==> src/rtl/tfb_params.svh <==
// constants for the task file bridge: offsets, reset values, timing
// assumes nothing; included by bare name from the rtl files
`ifndef TFB_PARAMS_SVH
`define TFB_PARAMS_SVH
`define OFS_DATA       8'h40
`define OFS_ERR_FEAT   8'h48
`define OFS_COUNT      8'h49
`define OFS_SECTOR     8'h4A
`define OFS_CYL_LO     8'h4B
`define OFS_CYL_HI     8'h4C
`define OFS_DRIVE      8'h4D
`define OFS_COMMAND    8'h44
`define OFS_ALT_STAT   8'h4E
`define OFS_DRV_ADDR   8'h4F
`define OFS_STROBE     8'h60
`define TF_RESET       8'h00
`define STROBE_RESET   5'h1F
`define STROBE_MSB     4
`define MODE_MASTER_DMA_MODE      2'h3
`define CMD_READ_VAL   8'hFF
`define CLK_PERIOD_PS  4000
`define INT_CYC_PS     33300
`define FIFO_DEPTH     8
`endif

==> src/rtl/tfb_pkg.sv <==
// types shared by the task file bridge files
// assumes the params header sits beside it
package tfb_pkg;
  typedef enum logic [3:0] {
    PIO_IDLE   = 4'b0001,
    PIO_SETUP  = 4'b0010,
    PIO_STROBE = 4'b0100,
    PIO_DONE   = 4'b1000
  } pio_state_t;
endpackage

==> src/rtl/tfb_bridge.sv <==
// task file bridge: host register accesses become ide pio cycles
// assumes a single-cycle host strobe interface on the core clock
//
// Summary of operation
// - master dma strobe lasts count plus one cycles
// - strobe register: 5-bit count, resets 1FH
// - strobe count uses 33.3 ns internal cycles
// - task file access becomes peripheral pio cycle
// - cs and da lines follow accessed register
// - command block: cs1 high, cs0 low, da=addr
// - control block: cs1 low, cs0 high, da 11x
// - task file decoded at 40H, 44H and 48H-4FH
// - 8-bit mode pairs two data bytes
// - low byte first, high byte second
// - other registers transfer on single access
// - task file registers reset to 00H
// - count/reason byte passed unchanged
// - sector register passed, reserved for atapi
// - drive/head register passed unchanged
`timescale 1ns/100ps
`include "tfb_params.svh"
module tfb_bridge
  import tfb_pkg::*;
#(
  parameter int PIO_STROBE_CYC = 30
) (
  // clock and resets
  input  wire logic        i_core_clk,
  input  wire logic        i_rst_n,
  input  wire logic        i_bus_reset,
  // host register port
  input  wire logic        i_host_wr,
  input  wire logic        i_host_rd,
  input  wire logic [7:0]  i_host_addr,
  input  wire logic [15:0] i_host_wdata,
  input  wire logic        i_bus8_mode,
  input  wire logic [1:0]  i_dma_mode,
  output logic [15:0]      o_host_rdata,
  output logic             o_host_rvalid,
  output logic             o_host_ready,
  // ide pins
  output logic             o_ide_cs1,
  output logic             o_ide_cs0,
  output logic [2:0]       o_ide_da,
  output logic             o_ide_dior_n,
  output logic             o_ide_diow_n,
  output logic [15:0]      o_ide_data_out,
  output logic             o_ide_data_oe,
  input  wire logic [15:0] i_ide_data_in,
  // master dma strobe
  input  wire logic        i_master_dma_mode_start,
  output logic             o_master_dma_mode_strobe
);
  // ---------------------------------------------------------------
  // timing constants
  // ---------------------------------------------------------------
  // one internal cycle in core cycles, rounded up for a least time
  localparam int INT_CYC = (`INT_CYC_PS + `CLK_PERIOD_PS - 1) / `CLK_PERIOD_PS;
  localparam int TW = 16;

  // ---------------------------------------------------------------
  // input synchronisers for the ide data pins
  // ---------------------------------------------------------------
  logic [15:0] ide_in_meta_reg;
  logic [15:0] ide_in_sync_reg;
  always_ff @(posedge i_core_clk) begin
    ide_in_meta_reg <= i_ide_data_in;
    ide_in_sync_reg <= ide_in_meta_reg;
  end

  // ---------------------------------------------------------------
  // register file
  // ---------------------------------------------------------------
  logic        rst_all;
  logic [7:0]  err_feat_reg;
  logic [7:0]  count_reg;
  logic [7:0]  sector_reg;
  logic [7:0]  cyl_lo_reg;
  logic [7:0]  cyl_hi_reg;
  logic [7:0]  drive_reg;
  logic [7:0]  alt_stat_reg;
  logic [7:0]  drv_addr_reg;
  logic [15:0] data_word_reg;
  logic [4:0]  strobe_length_count;
  logic        low_byte_seen_reg;
  logic [7:0]  low_byte_reg;
  logic        pio_done;
  logic        pio_done_rd;
  logic [15:0] pio_rd_word;
  logic [2:0]  pio_rd_reg;

  assign rst_all = !i_rst_n || i_bus_reset;

  // host-side copies of the task file
  always_ff @(posedge i_core_clk) begin
    if (rst_all) begin
      err_feat_reg <= `TF_RESET;
      count_reg    <= `TF_RESET;
      sector_reg   <= `TF_RESET;
      cyl_lo_reg   <= `TF_RESET;
      cyl_hi_reg   <= `TF_RESET;
      drive_reg    <= `TF_RESET;
      alt_stat_reg <= `TF_RESET;
      drv_addr_reg <= `TF_RESET;
    end else if (i_host_wr && o_host_ready) begin
      unique case (i_host_addr)
        `OFS_ERR_FEAT: err_feat_reg <= i_host_wdata[7:0];
        `OFS_COUNT:    count_reg    <= i_host_wdata[7:0];
        `OFS_SECTOR:   sector_reg   <= i_host_wdata[7:0];
        `OFS_CYL_LO:   cyl_lo_reg   <= i_host_wdata[7:0];
        `OFS_CYL_HI:   cyl_hi_reg   <= i_host_wdata[7:0];
        `OFS_DRIVE:    drive_reg    <= i_host_wdata[7:0];
        `OFS_ALT_STAT: alt_stat_reg <= i_host_wdata[7:0];
        `OFS_DRV_ADDR: drv_addr_reg <= i_host_wdata[7:0];
        default: ;
      endcase
    end else if (pio_done_rd) begin
      // reads of 48H-4DH refresh the local copy with the peripheral's answer
      unique case (pio_rd_reg)
        3'h1: err_feat_reg <= pio_rd_word[7:0];
        3'h2: count_reg    <= pio_rd_word[7:0];
        3'h3: sector_reg   <= pio_rd_word[7:0];
        3'h4: cyl_lo_reg   <= pio_rd_word[7:0];
        3'h5: cyl_hi_reg   <= pio_rd_word[7:0];
        3'h6: drive_reg    <= pio_rd_word[7:0];
        default: ;
      endcase
    end
  end

  // strobe timing register, reserved bits read zero
  always_ff @(posedge i_core_clk) begin
    if (rst_all) begin
      strobe_length_count <= `STROBE_RESET;
    end else if (i_host_wr && o_host_ready && i_host_addr == `OFS_STROBE) begin
      strobe_length_count <= i_host_wdata[`STROBE_MSB:0];
    end
  end

  // ---------------------------------------------------------------
  // access decode: which accesses launch a pio cycle
  // ---------------------------------------------------------------
  logic        is_data;
  logic        is_tf;
  logic        acc;
  logic        launch;
  logic        cs1_d;
  logic        cs0_d;
  logic [2:0]  da_d;
  logic [15:0] wr_word;

  assign acc     = (i_host_wr || i_host_rd) && o_host_ready;
  assign is_data = (i_host_addr == `OFS_DATA);
  // command block at 48..4D plus command, control block at 4E/4F
  assign is_tf   = is_data || (i_host_addr >= `OFS_ERR_FEAT && i_host_addr <= `OFS_DRV_ADDR) ||
                   (i_host_addr == `OFS_COMMAND);
  // data register needs both halves in 8-bit mode, others go at once
  // reads fetch the word on the low byte, writes send it with the high byte
  assign launch  = acc && is_tf && (!is_data || !i_bus8_mode || (i_host_rd ^ low_byte_seen_reg));
  assign wr_word = (is_data && i_bus8_mode) ? {i_host_wdata[7:0], low_byte_reg} : i_host_wdata;

  // pin pattern from the register being addressed
  always_comb begin
    cs1_d = 1'b1;
    cs0_d = 1'b0;
    da_d  = 3'h0;
    unique case (i_host_addr)
      `OFS_DATA:     da_d = 3'h0;
      `OFS_COMMAND:  da_d = 3'h7;
      `OFS_ALT_STAT: begin
        cs1_d = 1'b0;
        cs0_d = 1'b1;
        da_d  = 3'h6;
      end
      `OFS_DRV_ADDR: begin
        cs1_d = 1'b0;
        cs0_d = 1'b1;
        da_d  = 3'h7;
      end
      default:       da_d = 3'(i_host_addr - `OFS_ERR_FEAT + 8'h01);
    endcase
  end

  // byte pairing: low byte first, sequencer restarts after each write cycle
  always_ff @(posedge i_core_clk) begin
    if (rst_all) begin
      low_byte_seen_reg <= 1'b0;
      low_byte_reg      <= 8'h00;
    end else if (acc && is_data && i_bus8_mode && !low_byte_seen_reg) begin
      low_byte_seen_reg <= 1'b1;
      low_byte_reg      <= i_host_wdata[7:0];
    end else if (acc && is_data && i_bus8_mode && i_host_rd) begin
      low_byte_seen_reg <= 1'b0;
    end else if (pio_done && !pio_done_rd) begin
      low_byte_seen_reg <= 1'b0;
    end
  end

  // ---------------------------------------------------------------
  // request fifo: {rd, cs1, cs0, da, word}
  // ---------------------------------------------------------------
  localparam int RQW = 1 + 1 + 1 + 3 + 16;
  logic           rq_in_ready;
  logic           rq_valid;
  logic [RQW-1:0] rq_data;
  logic           rq_take;

  tfb_fifo #(.WIDTH(RQW), .DEPTH(`FIFO_DEPTH)) u_req_fifo (
    .i_core_clk (i_core_clk),
    .i_rst_n    (!rst_all),
    .i_in_valid (launch),
    .i_in_data  ({i_host_rd, cs1_d, cs0_d, da_d, wr_word}),
    .o_in_ready (rq_in_ready),
    .o_out_valid(rq_valid),
    .o_out_data (rq_data),
    .i_out_ready(rq_take)
  );

  // ---------------------------------------------------------------
  // pio sequencer
  // ---------------------------------------------------------------
  pio_state_t  pio_state_reg;
  logic [TW-1:0] pio_cnt_reg;
  logic        cur_rd_reg;
  logic        rd_pending_reg;

  assign rq_take     = (pio_state_reg == PIO_IDLE) && rq_valid;
  assign pio_done    = (pio_state_reg == PIO_DONE);
  assign pio_done_rd = pio_done && cur_rd_reg;
  assign pio_rd_word = ide_in_sync_reg;
  assign pio_rd_reg  = o_ide_cs1 ? o_ide_da : 3'h7; // control block must not land in the drive/head copy

  // state and counters for one pio cycle
  always_ff @(posedge i_core_clk) begin
    if (rst_all) begin
      pio_state_reg  <= PIO_IDLE;
      pio_cnt_reg    <= '0;
      cur_rd_reg     <= 1'b0;
      o_ide_cs1      <= 1'b1;
      o_ide_cs0      <= 1'b1;
      o_ide_da       <= 3'h0;
      o_ide_dior_n   <= 1'b1;
      o_ide_diow_n   <= 1'b1;
      o_ide_data_out <= 16'h0000;
      o_ide_data_oe  <= 1'b0;
    end else begin
      unique case (pio_state_reg)
        PIO_IDLE: if (rq_valid) begin
          {cur_rd_reg, o_ide_cs1, o_ide_cs0, o_ide_da, o_ide_data_out} <= rq_data;
          o_ide_data_oe <= !rq_data[RQW-1];
          pio_cnt_reg   <= TW'(PIO_STROBE_CYC);
          pio_state_reg <= PIO_SETUP;
        end
        PIO_SETUP: begin
          o_ide_dior_n  <= !cur_rd_reg;
          o_ide_diow_n  <= cur_rd_reg;
          pio_state_reg <= PIO_STROBE;
        end
        PIO_STROBE: if (pio_cnt_reg == '0) begin
          o_ide_dior_n  <= 1'b1;
          o_ide_diow_n  <= 1'b1;
          pio_state_reg <= PIO_DONE;
        end else begin
          pio_cnt_reg <= pio_cnt_reg - 1'b1;
        end
        PIO_DONE: begin
          o_ide_data_oe <= 1'b0;
          o_ide_cs1     <= 1'b1;
          o_ide_cs0     <= 1'b1;
          pio_state_reg <= PIO_IDLE;
        end
      endcase
    end
  end

  // ---------------------------------------------------------------
  // host answers
  // ---------------------------------------------------------------
  // reads of registers without pio answer at once; pio reads wait
  always_ff @(posedge i_core_clk) begin
    if (rst_all) begin
      o_host_rdata   <= 16'h0000;
      o_host_rvalid  <= 1'b0;
      o_host_ready   <= 1'b0;
      rd_pending_reg <= 1'b0;
      data_word_reg  <= 16'h0000;
    end else begin
      // ready drops while a read is open or the fifo is full
      o_host_ready  <= rq_in_ready && !rd_pending_reg && !(i_host_rd && o_host_ready && launch);
      o_host_rvalid <= 1'b0;
      if (i_host_wr && o_host_ready && is_data && launch) begin
        data_word_reg <= wr_word;
      end
      if (pio_done_rd && rd_pending_reg) begin
        rd_pending_reg <= 1'b0;
        o_host_rvalid  <= 1'b1;
        if (pio_rd_reg == 3'h0) begin
          data_word_reg <= pio_rd_word;
          o_host_rdata  <= i_bus8_mode ? {8'h00, pio_rd_word[7:0]} : pio_rd_word;
        end else begin
          o_host_rdata <= {8'h00, pio_rd_word[7:0]};
        end
      end else if (i_host_rd && o_host_ready) begin
        if (launch) begin
          rd_pending_reg <= 1'b1;
        end else begin
          o_host_rvalid <= 1'b1;
          unique case (i_host_addr)
            `OFS_DATA:   o_host_rdata <= {8'h00, data_word_reg[15:8]};
            `OFS_STROBE: o_host_rdata <= {11'h000, strobe_length_count};
            default:     o_host_rdata <= 16'h0000;
          endcase
        end
      end
    end
  end

  // ---------------------------------------------------------------
  // master dma strobe length
  // ---------------------------------------------------------------
  logic          master_dma_mode_active;
  logic [TW-1:0] strobe_cyc;
  assign strobe_cyc = TW'((32'(strobe_length_count) + 32'd1) * INT_CYC);

  tfb_strobe_timer #(.CW(TW)) u_strobe (
    .i_core_clk(i_core_clk),
    .i_rst_n   (!rst_all),
    .i_start   (i_master_dma_mode_start && i_dma_mode == `MODE_MASTER_DMA_MODE && !master_dma_mode_active),
    .i_cycles  (strobe_cyc),
    .o_active  (master_dma_mode_active)
  );

  // registered copy of the strobe
  always_ff @(posedge i_core_clk) begin
    if (rst_all) begin
      o_master_dma_mode_strobe <= 1'b0;
    end else begin
      o_master_dma_mode_strobe <= master_dma_mode_active;
    end
  end

  // ---------------------------------------------------------------
  // checks
  // ---------------------------------------------------------------
  a_strobe_reset_val: assert property (@(posedge i_core_clk) disable iff (!i_rst_n)
    $past(i_bus_reset) |-> strobe_length_count == 5'h1F) else $error("strobe count not reset");
  a_ctrl_block_pins: assert property (@(posedge i_core_clk) disable iff (rst_all)
    (pio_state_reg == PIO_STROBE && !o_ide_cs1) |-> (o_ide_cs0 && o_ide_da[2:1] == 2'b11))
    else $error("control block pins wrong");
  a_cmd_block_pins: assert property (@(posedge i_core_clk) disable iff (rst_all)
    (pio_state_reg == PIO_STROBE && o_ide_cs1) |-> !o_ide_cs0) else $error("command block pins wrong");
  a_pair_no_launch: assert property (@(posedge i_core_clk) disable iff (rst_all)
    (acc && i_host_wr && is_data && i_bus8_mode && !low_byte_seen_reg) |-> !launch)
    else $error("first data byte launched pio");
  a_single_access: assert property (@(posedge i_core_clk) disable iff (rst_all)
    (acc && is_tf && !is_data) |-> launch) else $error("task file access not forwarded");
  a_pair_restart: assert property (@(posedge i_core_clk) disable iff (rst_all)
    (pio_done && !pio_done_rd && !(acc && is_data && i_bus8_mode)) |=> !low_byte_seen_reg)
    else $error("pairing not restarted");
  a_pio_strobe: assert property (@(posedge i_core_clk) disable iff (rst_all)
    rq_take |-> ##2 (!o_ide_dior_n || !o_ide_diow_n)) else $error("pio strobe missing");
  a_master_dma_mode_len: assert property (@(posedge i_core_clk) disable iff (rst_all)
    $rose(master_dma_mode_active) |-> master_dma_mode_active [*8]) else $error("master_dma_mode strobe too short");
endmodule // tfb_bridge

==> src/rtl/tfb_fifo.sv <==
// small synchronous fifo with valid/ready on both sides
// assumes one clock and a synchronous active-low reset
`timescale 1ns/100ps
module tfb_fifo #(
  parameter int WIDTH = 24,
  parameter int DEPTH = 8
) (
  // clock and reset
  input  wire logic             i_core_clk,
  input  wire logic             i_rst_n,
  // fill side
  input  wire logic             i_in_valid,
  input  wire logic [WIDTH-1:0] i_in_data,
  output logic                  o_in_ready,
  // drain side
  output logic                  o_out_valid,
  output logic [WIDTH-1:0]      o_out_data,
  input  wire logic             i_out_ready
);
  localparam int AW = $clog2(DEPTH);
  logic [WIDTH-1:0] mem_reg [DEPTH];
  logic [AW-1:0]    wr_reg;
  logic [AW-1:0]    rd_reg;
  logic [AW:0]      cnt_reg;
  logic             push;
  logic             pop;

  assign o_in_ready  = (cnt_reg != (AW+1)'(DEPTH));
  assign o_out_valid = (cnt_reg != '0);
  assign o_out_data  = mem_reg[rd_reg];
  assign push        = i_in_valid && o_in_ready;
  assign pop         = o_out_valid && i_out_ready;

  // storage has no reset, only pointers need one
  always_ff @(posedge i_core_clk) begin
    if (push) begin
      mem_reg[wr_reg] <= i_in_data;
    end
  end

  // pointers and fill level
  always_ff @(posedge i_core_clk) begin
    if (!i_rst_n) begin
      wr_reg  <= '0;
      rd_reg  <= '0;
      cnt_reg <= '0;
    end else begin
      if (push) begin
        wr_reg <= (wr_reg == AW'(DEPTH-1)) ? '0 : wr_reg + 1'b1;
      end
      if (pop) begin
        rd_reg <= (rd_reg == AW'(DEPTH-1)) ? '0 : rd_reg + 1'b1;
      end
      cnt_reg <= cnt_reg + (AW+1)'(push) - (AW+1)'(pop);
    end
  end
endmodule // tfb_fifo

==> src/rtl/tfb_strobe_timer.sv <==
// counts one strobe of n+1 internal cycles in core clock cycles
// assumes a start pulse only while idle
`timescale 1ns/100ps
module tfb_strobe_timer #(
  parameter int CW = 16
) (
  // clock and reset
  input  wire logic          i_core_clk,
  input  wire logic          i_rst_n,
  // control
  input  wire logic          i_start,
  input  wire logic [CW-1:0] i_cycles,
  output logic               o_active
);
  logic [CW-1:0] left_reg;

  // strobe stays on while cycles remain
  always_ff @(posedge i_core_clk) begin
    if (!i_rst_n) begin
      left_reg <= '0;
    end else if (i_start) begin
      left_reg <= i_cycles;
    end else if (left_reg != '0) begin
      left_reg <= left_reg - 1'b1;
    end
  end
  assign o_active = (left_reg != '0);
endmodule // tfb_strobe_timer

==> config.mk <==
export PLATFORM = sky130hd
export DESIGN_NAME = tfb_bridge
export DESIGN_NICKNAME = d
export VERILOG_FILES = /design/src/rtl/tfb_pkg.sv /design/src/rtl/tfb_bridge.sv /design/src/rtl/tfb_fifo.sv /design/src/rtl/tfb_strobe_timer.sv
export VERILOG_INCLUDE_DIRS = /design/src /design/src/rtl
export SDC_FILE = /design/constraint.sdc
export NUM_CORES = 1
export LEC_CHECK = 0
export BUFFER_PORTS_ARGS = -buffer_cell sky130_fd_sc_hd__buf_2
export CAP_MARGIN = 20
export CORE_ASPECT_RATIO = 1.1
export CORE_MARGIN = 5
export CORE_UTILIZATION = 37
export DETAILED_ROUTE_END_ITERATION = 8
export GPL_TIMING_DRIVEN = 1
export PLACE_DENSITY = 0.61
export SETUP_SLACK_MARGIN = 0.4
export SLEW_MARGIN = 5
export SYNTH_ARGS = -nofsm -noshare
export SYNTH_HDL_FRONTEND = slang
export SYNTH_SLANG_ARGS = --single-unit
==> constraint.sdc <==
create_clock -name i_core_clk -period 7.4 [get_ports i_core_clk]
set_clock_uncertainty 0.05 [all_clocks]
set_input_delay 1.85 -clock i_core_clk [delete_from_list [all_inputs] [get_ports i_core_clk]]
set_output_delay 1.85 -clock i_core_clk [all_outputs]
set_load 0.02 [all_outputs]
==> run summary <==
Outcome: completed
WL met3: 1253 um
First-pass GRT wire length: 45,130 um
GRT Total Usage: 14.78%
CTS resizes: 0
Syn avg cell area: 14.01 um2
Clk buf depth: 3
PD cells: 332.0 nW/um2
Final Net Count: 1,087
Count of input and output buffers: 91
Syn-to-layout area delta: 16.47%
Static leakage: 5.307 nW
Hold_buf cts: 0
Final Cycle Share: 61.49%
Worst-case reg-to-reg path depth: 9
Vias per cell: 5.267
Seq/Total Area, Yosys: 64.20%
Post-synthesis simple-gate area fraction: 9.369%
Worst Setup SP: i_host_addr[5]
Ys Warns: 0
Fin. Hold Viols: 0
Multiplexer share of the synthesized area: 12.36%
Die width: 187.7 um
Maxcap violations: 0
Syn Inst Count: 917
Vias in the first global route: 7,954
Total number of vias: 7,759
Internal power: 3.508 mW
CP Max Fanout: 14
Gpl congestion: 0.8240
Total Routed Length: 28,320 um
Final-layout fill cell count: 3,130
Total Power: 4.967 mW
RSZ-0062 raised after global routing: false
Synthesized net count: 990
Commonest non-fill, non-tap cell in the layout: edfxtp_1
Most frequent cells in the layout: edfxtp_1, dfxtp_1, buf_2
WL/cell: 19.23 um
Max FFs per register: 176
Fin crit period: 4.550 ns
Number of synthesized flops with an enable pin: 176
CTS tree: done
Sequential share of power: 42.1%
Remaining global-route overflow: 0
Core Rows: 71
# diodes: 0
Startpoint type of the worst setup path: input port
# H-tree levels: 2
Die ar.: 38,550 um2
Core area: 34,290 um2
Flops & latches, synth: 324
Critical Path End: u_req_fifo.mem_reg[1][0]
NetSw: 1.460 mW
Share of cells above drive strength 1: 23.29%
Tightest Pin Transition: 1.029 ns
Top Ports: 92
Number of buffers created by CTS: 34
Clock Latency Late Sink: 0.52 ns
Setup TNS Final: 0 ns
Cell variety after synth: 62
CTS Root Cell: clkbuf_16
Initial antenna violation count: 0
# Post-CTS Setup Buffers: 0
Comb pwr share: 22.7%
Starting density of the core: 37.47%
R2r startpoint: u_req_fifo.cnt_reg[2]
Final Util: 43.64%
Initial drt markers: 457
Sinks on Clock Net: 324
Slew headroom: 31.18%
Post-Syn Area: 12,850 um2
Main combinational cell family by area after synthesis: multiplexers
1st-pass router iterations: 5
Met2 Wirelength: 13,900 um
Crit. End Element: flop
Peak supply drop: 159.5 uV
Synth Area in XOR/XNOR: 1.772%
Setup violators final: 0
Max Clk Rate: 219.8 MHz
Flop2flop setup slack: 4.17 ns
Async SR Flop Fraction: 0%
Die Height: 205.4 um
Pin count of the biggest net entering global routing: 65
Detailed-route DRC error count: 0
Compound-cell area share of the yosys netlist: 7.480%
DR top layer: met4
DRT antenna net count: 0
Worst hold path type: flop to flop
Final Max Tran Viols: 0
Post-synthesis adder-cell area fraction: 2.454%
Synth Flop Type: edfxtp_1
Clock Power Share: 35.2%
Worst Path Class, Setup: input port to flop
Clock Pin Slew Worst Setup and Hold Paths: 0.06 ns
WP data required: 7.53 ns
RR Endpoint: pio_cnt_reg[13]
WL met1: 12,590 um
Sw frac: 29.38%
Critical Path AT: 4.68 ns
Final HPWL DP: 18,250 um
worst max-delay path, stage by stage:
cell and delay, ns:
buf_2 0.18, or4b_4 0.59, a311oi_2 0.42, nand2_1 0.32
inv_2 0.17, nand2_1 0.15, nor3_2 0.60, buf_4 0.39
cells in the mapped netlist, types with 4 or more instances:
cell type / number / area [um2]
a31oi_1: 4 / 25.02
mux2i_1: 45 / 450.4
nor2_1: 71 / 266.5
a21oi_1: 33 / 165.2
xnor2_1: 11 / 96.34
nand2_1: 36 / 135.1
clkbuf_1: 28 / 105.1
a22o_1: 9 / 78.83
or4_1: 10 / 75.07
nor4_1: 8 / 50.05
nor3b_1: 8 / 60.06
o31ai_1: 8 / 60.06
buf_2: 12 / 60.06
or3b_2: 4 / 35.03
a211oi_1: 26 / 195.2
nor2b_1: 8 / 50.05
nand3_1: 15 / 75.07
ha_1: 22 / 275.3
dfxtp_1: 148 / 2963
mux2_2: 13 / 146.4
a22oi_1: 8 / 60.06
nor3_1: 19 / 95.09
nand3b_1: 5 / 37.54
edfxtp_1: 176 / 5285
xor2_1: 15 / 131.4
mux4_2: 44 / 991.0
a221oi_1: 8 / 70.07
o21ai_1: 9 / 45.04
nor4b_1: 8 / 70.07
o211ai_1: 7 / 52.55
o21ai_0: 13 / 65.06
inv_1: 28 / 105.1
or3_1: 10 / 62.56
cell type report:
| cell class | instances | area, um2 | share of cell area (%) |
|---|---|---|---|
| Sequential cell | 324 | 8250 | 55.14 |
| Multi-Input combinational cell | 519 | 4339 | 29.00 |
| Clock buffer | 47 | 992.2 | 6.631 |
| Timing Repair Buffer | 106 | 568.0 | 3.796 |
| Tap cell | 438 | 548.0 | 3.663 |
| Clock inverter | 10 | 156.4 | 1.045 |
| Inverter | 29 | 108.9 | 0.7275 |
layer usage:
layer / up-vias / track usage (%)
met4: 0 / 4.090
met1: 3838 / 19.67
met3: 43 / 2.104
li1: 3691 / -
met5: - / 0
met2: 187 / 25.52
power by group through the flow:
stage          Clock, mW  Combinational [mW]  Sequential [mW]
6_report            1.75                1.13             2.09
5_1_grt             1.87                1.27             2.11
4_1_cts             1.78                1.14             2.09
3_5_place_dp           0                1.14             2.13
3_3_place_gp           0                1.13             2.13
2_1_floorplan          0               0.805             2.17
how the worst min path moves through the flow:
stage | startpoint | to | slack (ns) | cells past startpoint
after floorplan | ide_in_meta_reg[0] | ide_in_sync_reg[0] | 0.26 | 0
after global placement | ide_in_meta_reg[13] | ide_in_sync_reg[13] | 0.26 | 0
after detailed placement | ide_in_meta_reg[11] | ide_in_sync_reg[11] | 0.26 | 0
after CTS | ide_in_meta_reg[11] | ide_in_sync_reg[11] | 0.28 | 0
after global routing | ide_in_meta_reg[11] | ide_in_sync_reg[11] | 0.28 | 0
final | ide_in_meta_reg[11] | ide_in_sync_reg[11] | 0.27 | 0
metrics by stage:
stage               setup slack, ns  area [um2]  hold WS (ns)  std cells
CTS                           2.841       14960        0.2753       1473
global placement              2.339       13810        0.2614       1416
floorplan                     1.378       12850        0.2596        917
detailed placement            2.327       13810        0.2621       1416
global route                  2.591       14960        0.2816       1473
finish                        2.850       14960        0.2749       1473
logic make-up (layout without fill, tap and decap cells):
logic type / after synthesis / after routing
adder cells (fa/ha/maj): 24 / 24
AO/OA/AOI/OAI: 142 / 142
XOR/XNOR: 26 / 26
multiplexers: 102 / 102
flip-flops: 324 / 324
AND/OR/NAND/NOR: 225 / 225
buffers and inverters: 74 / 192
Power figures use the tool's default switching activity.
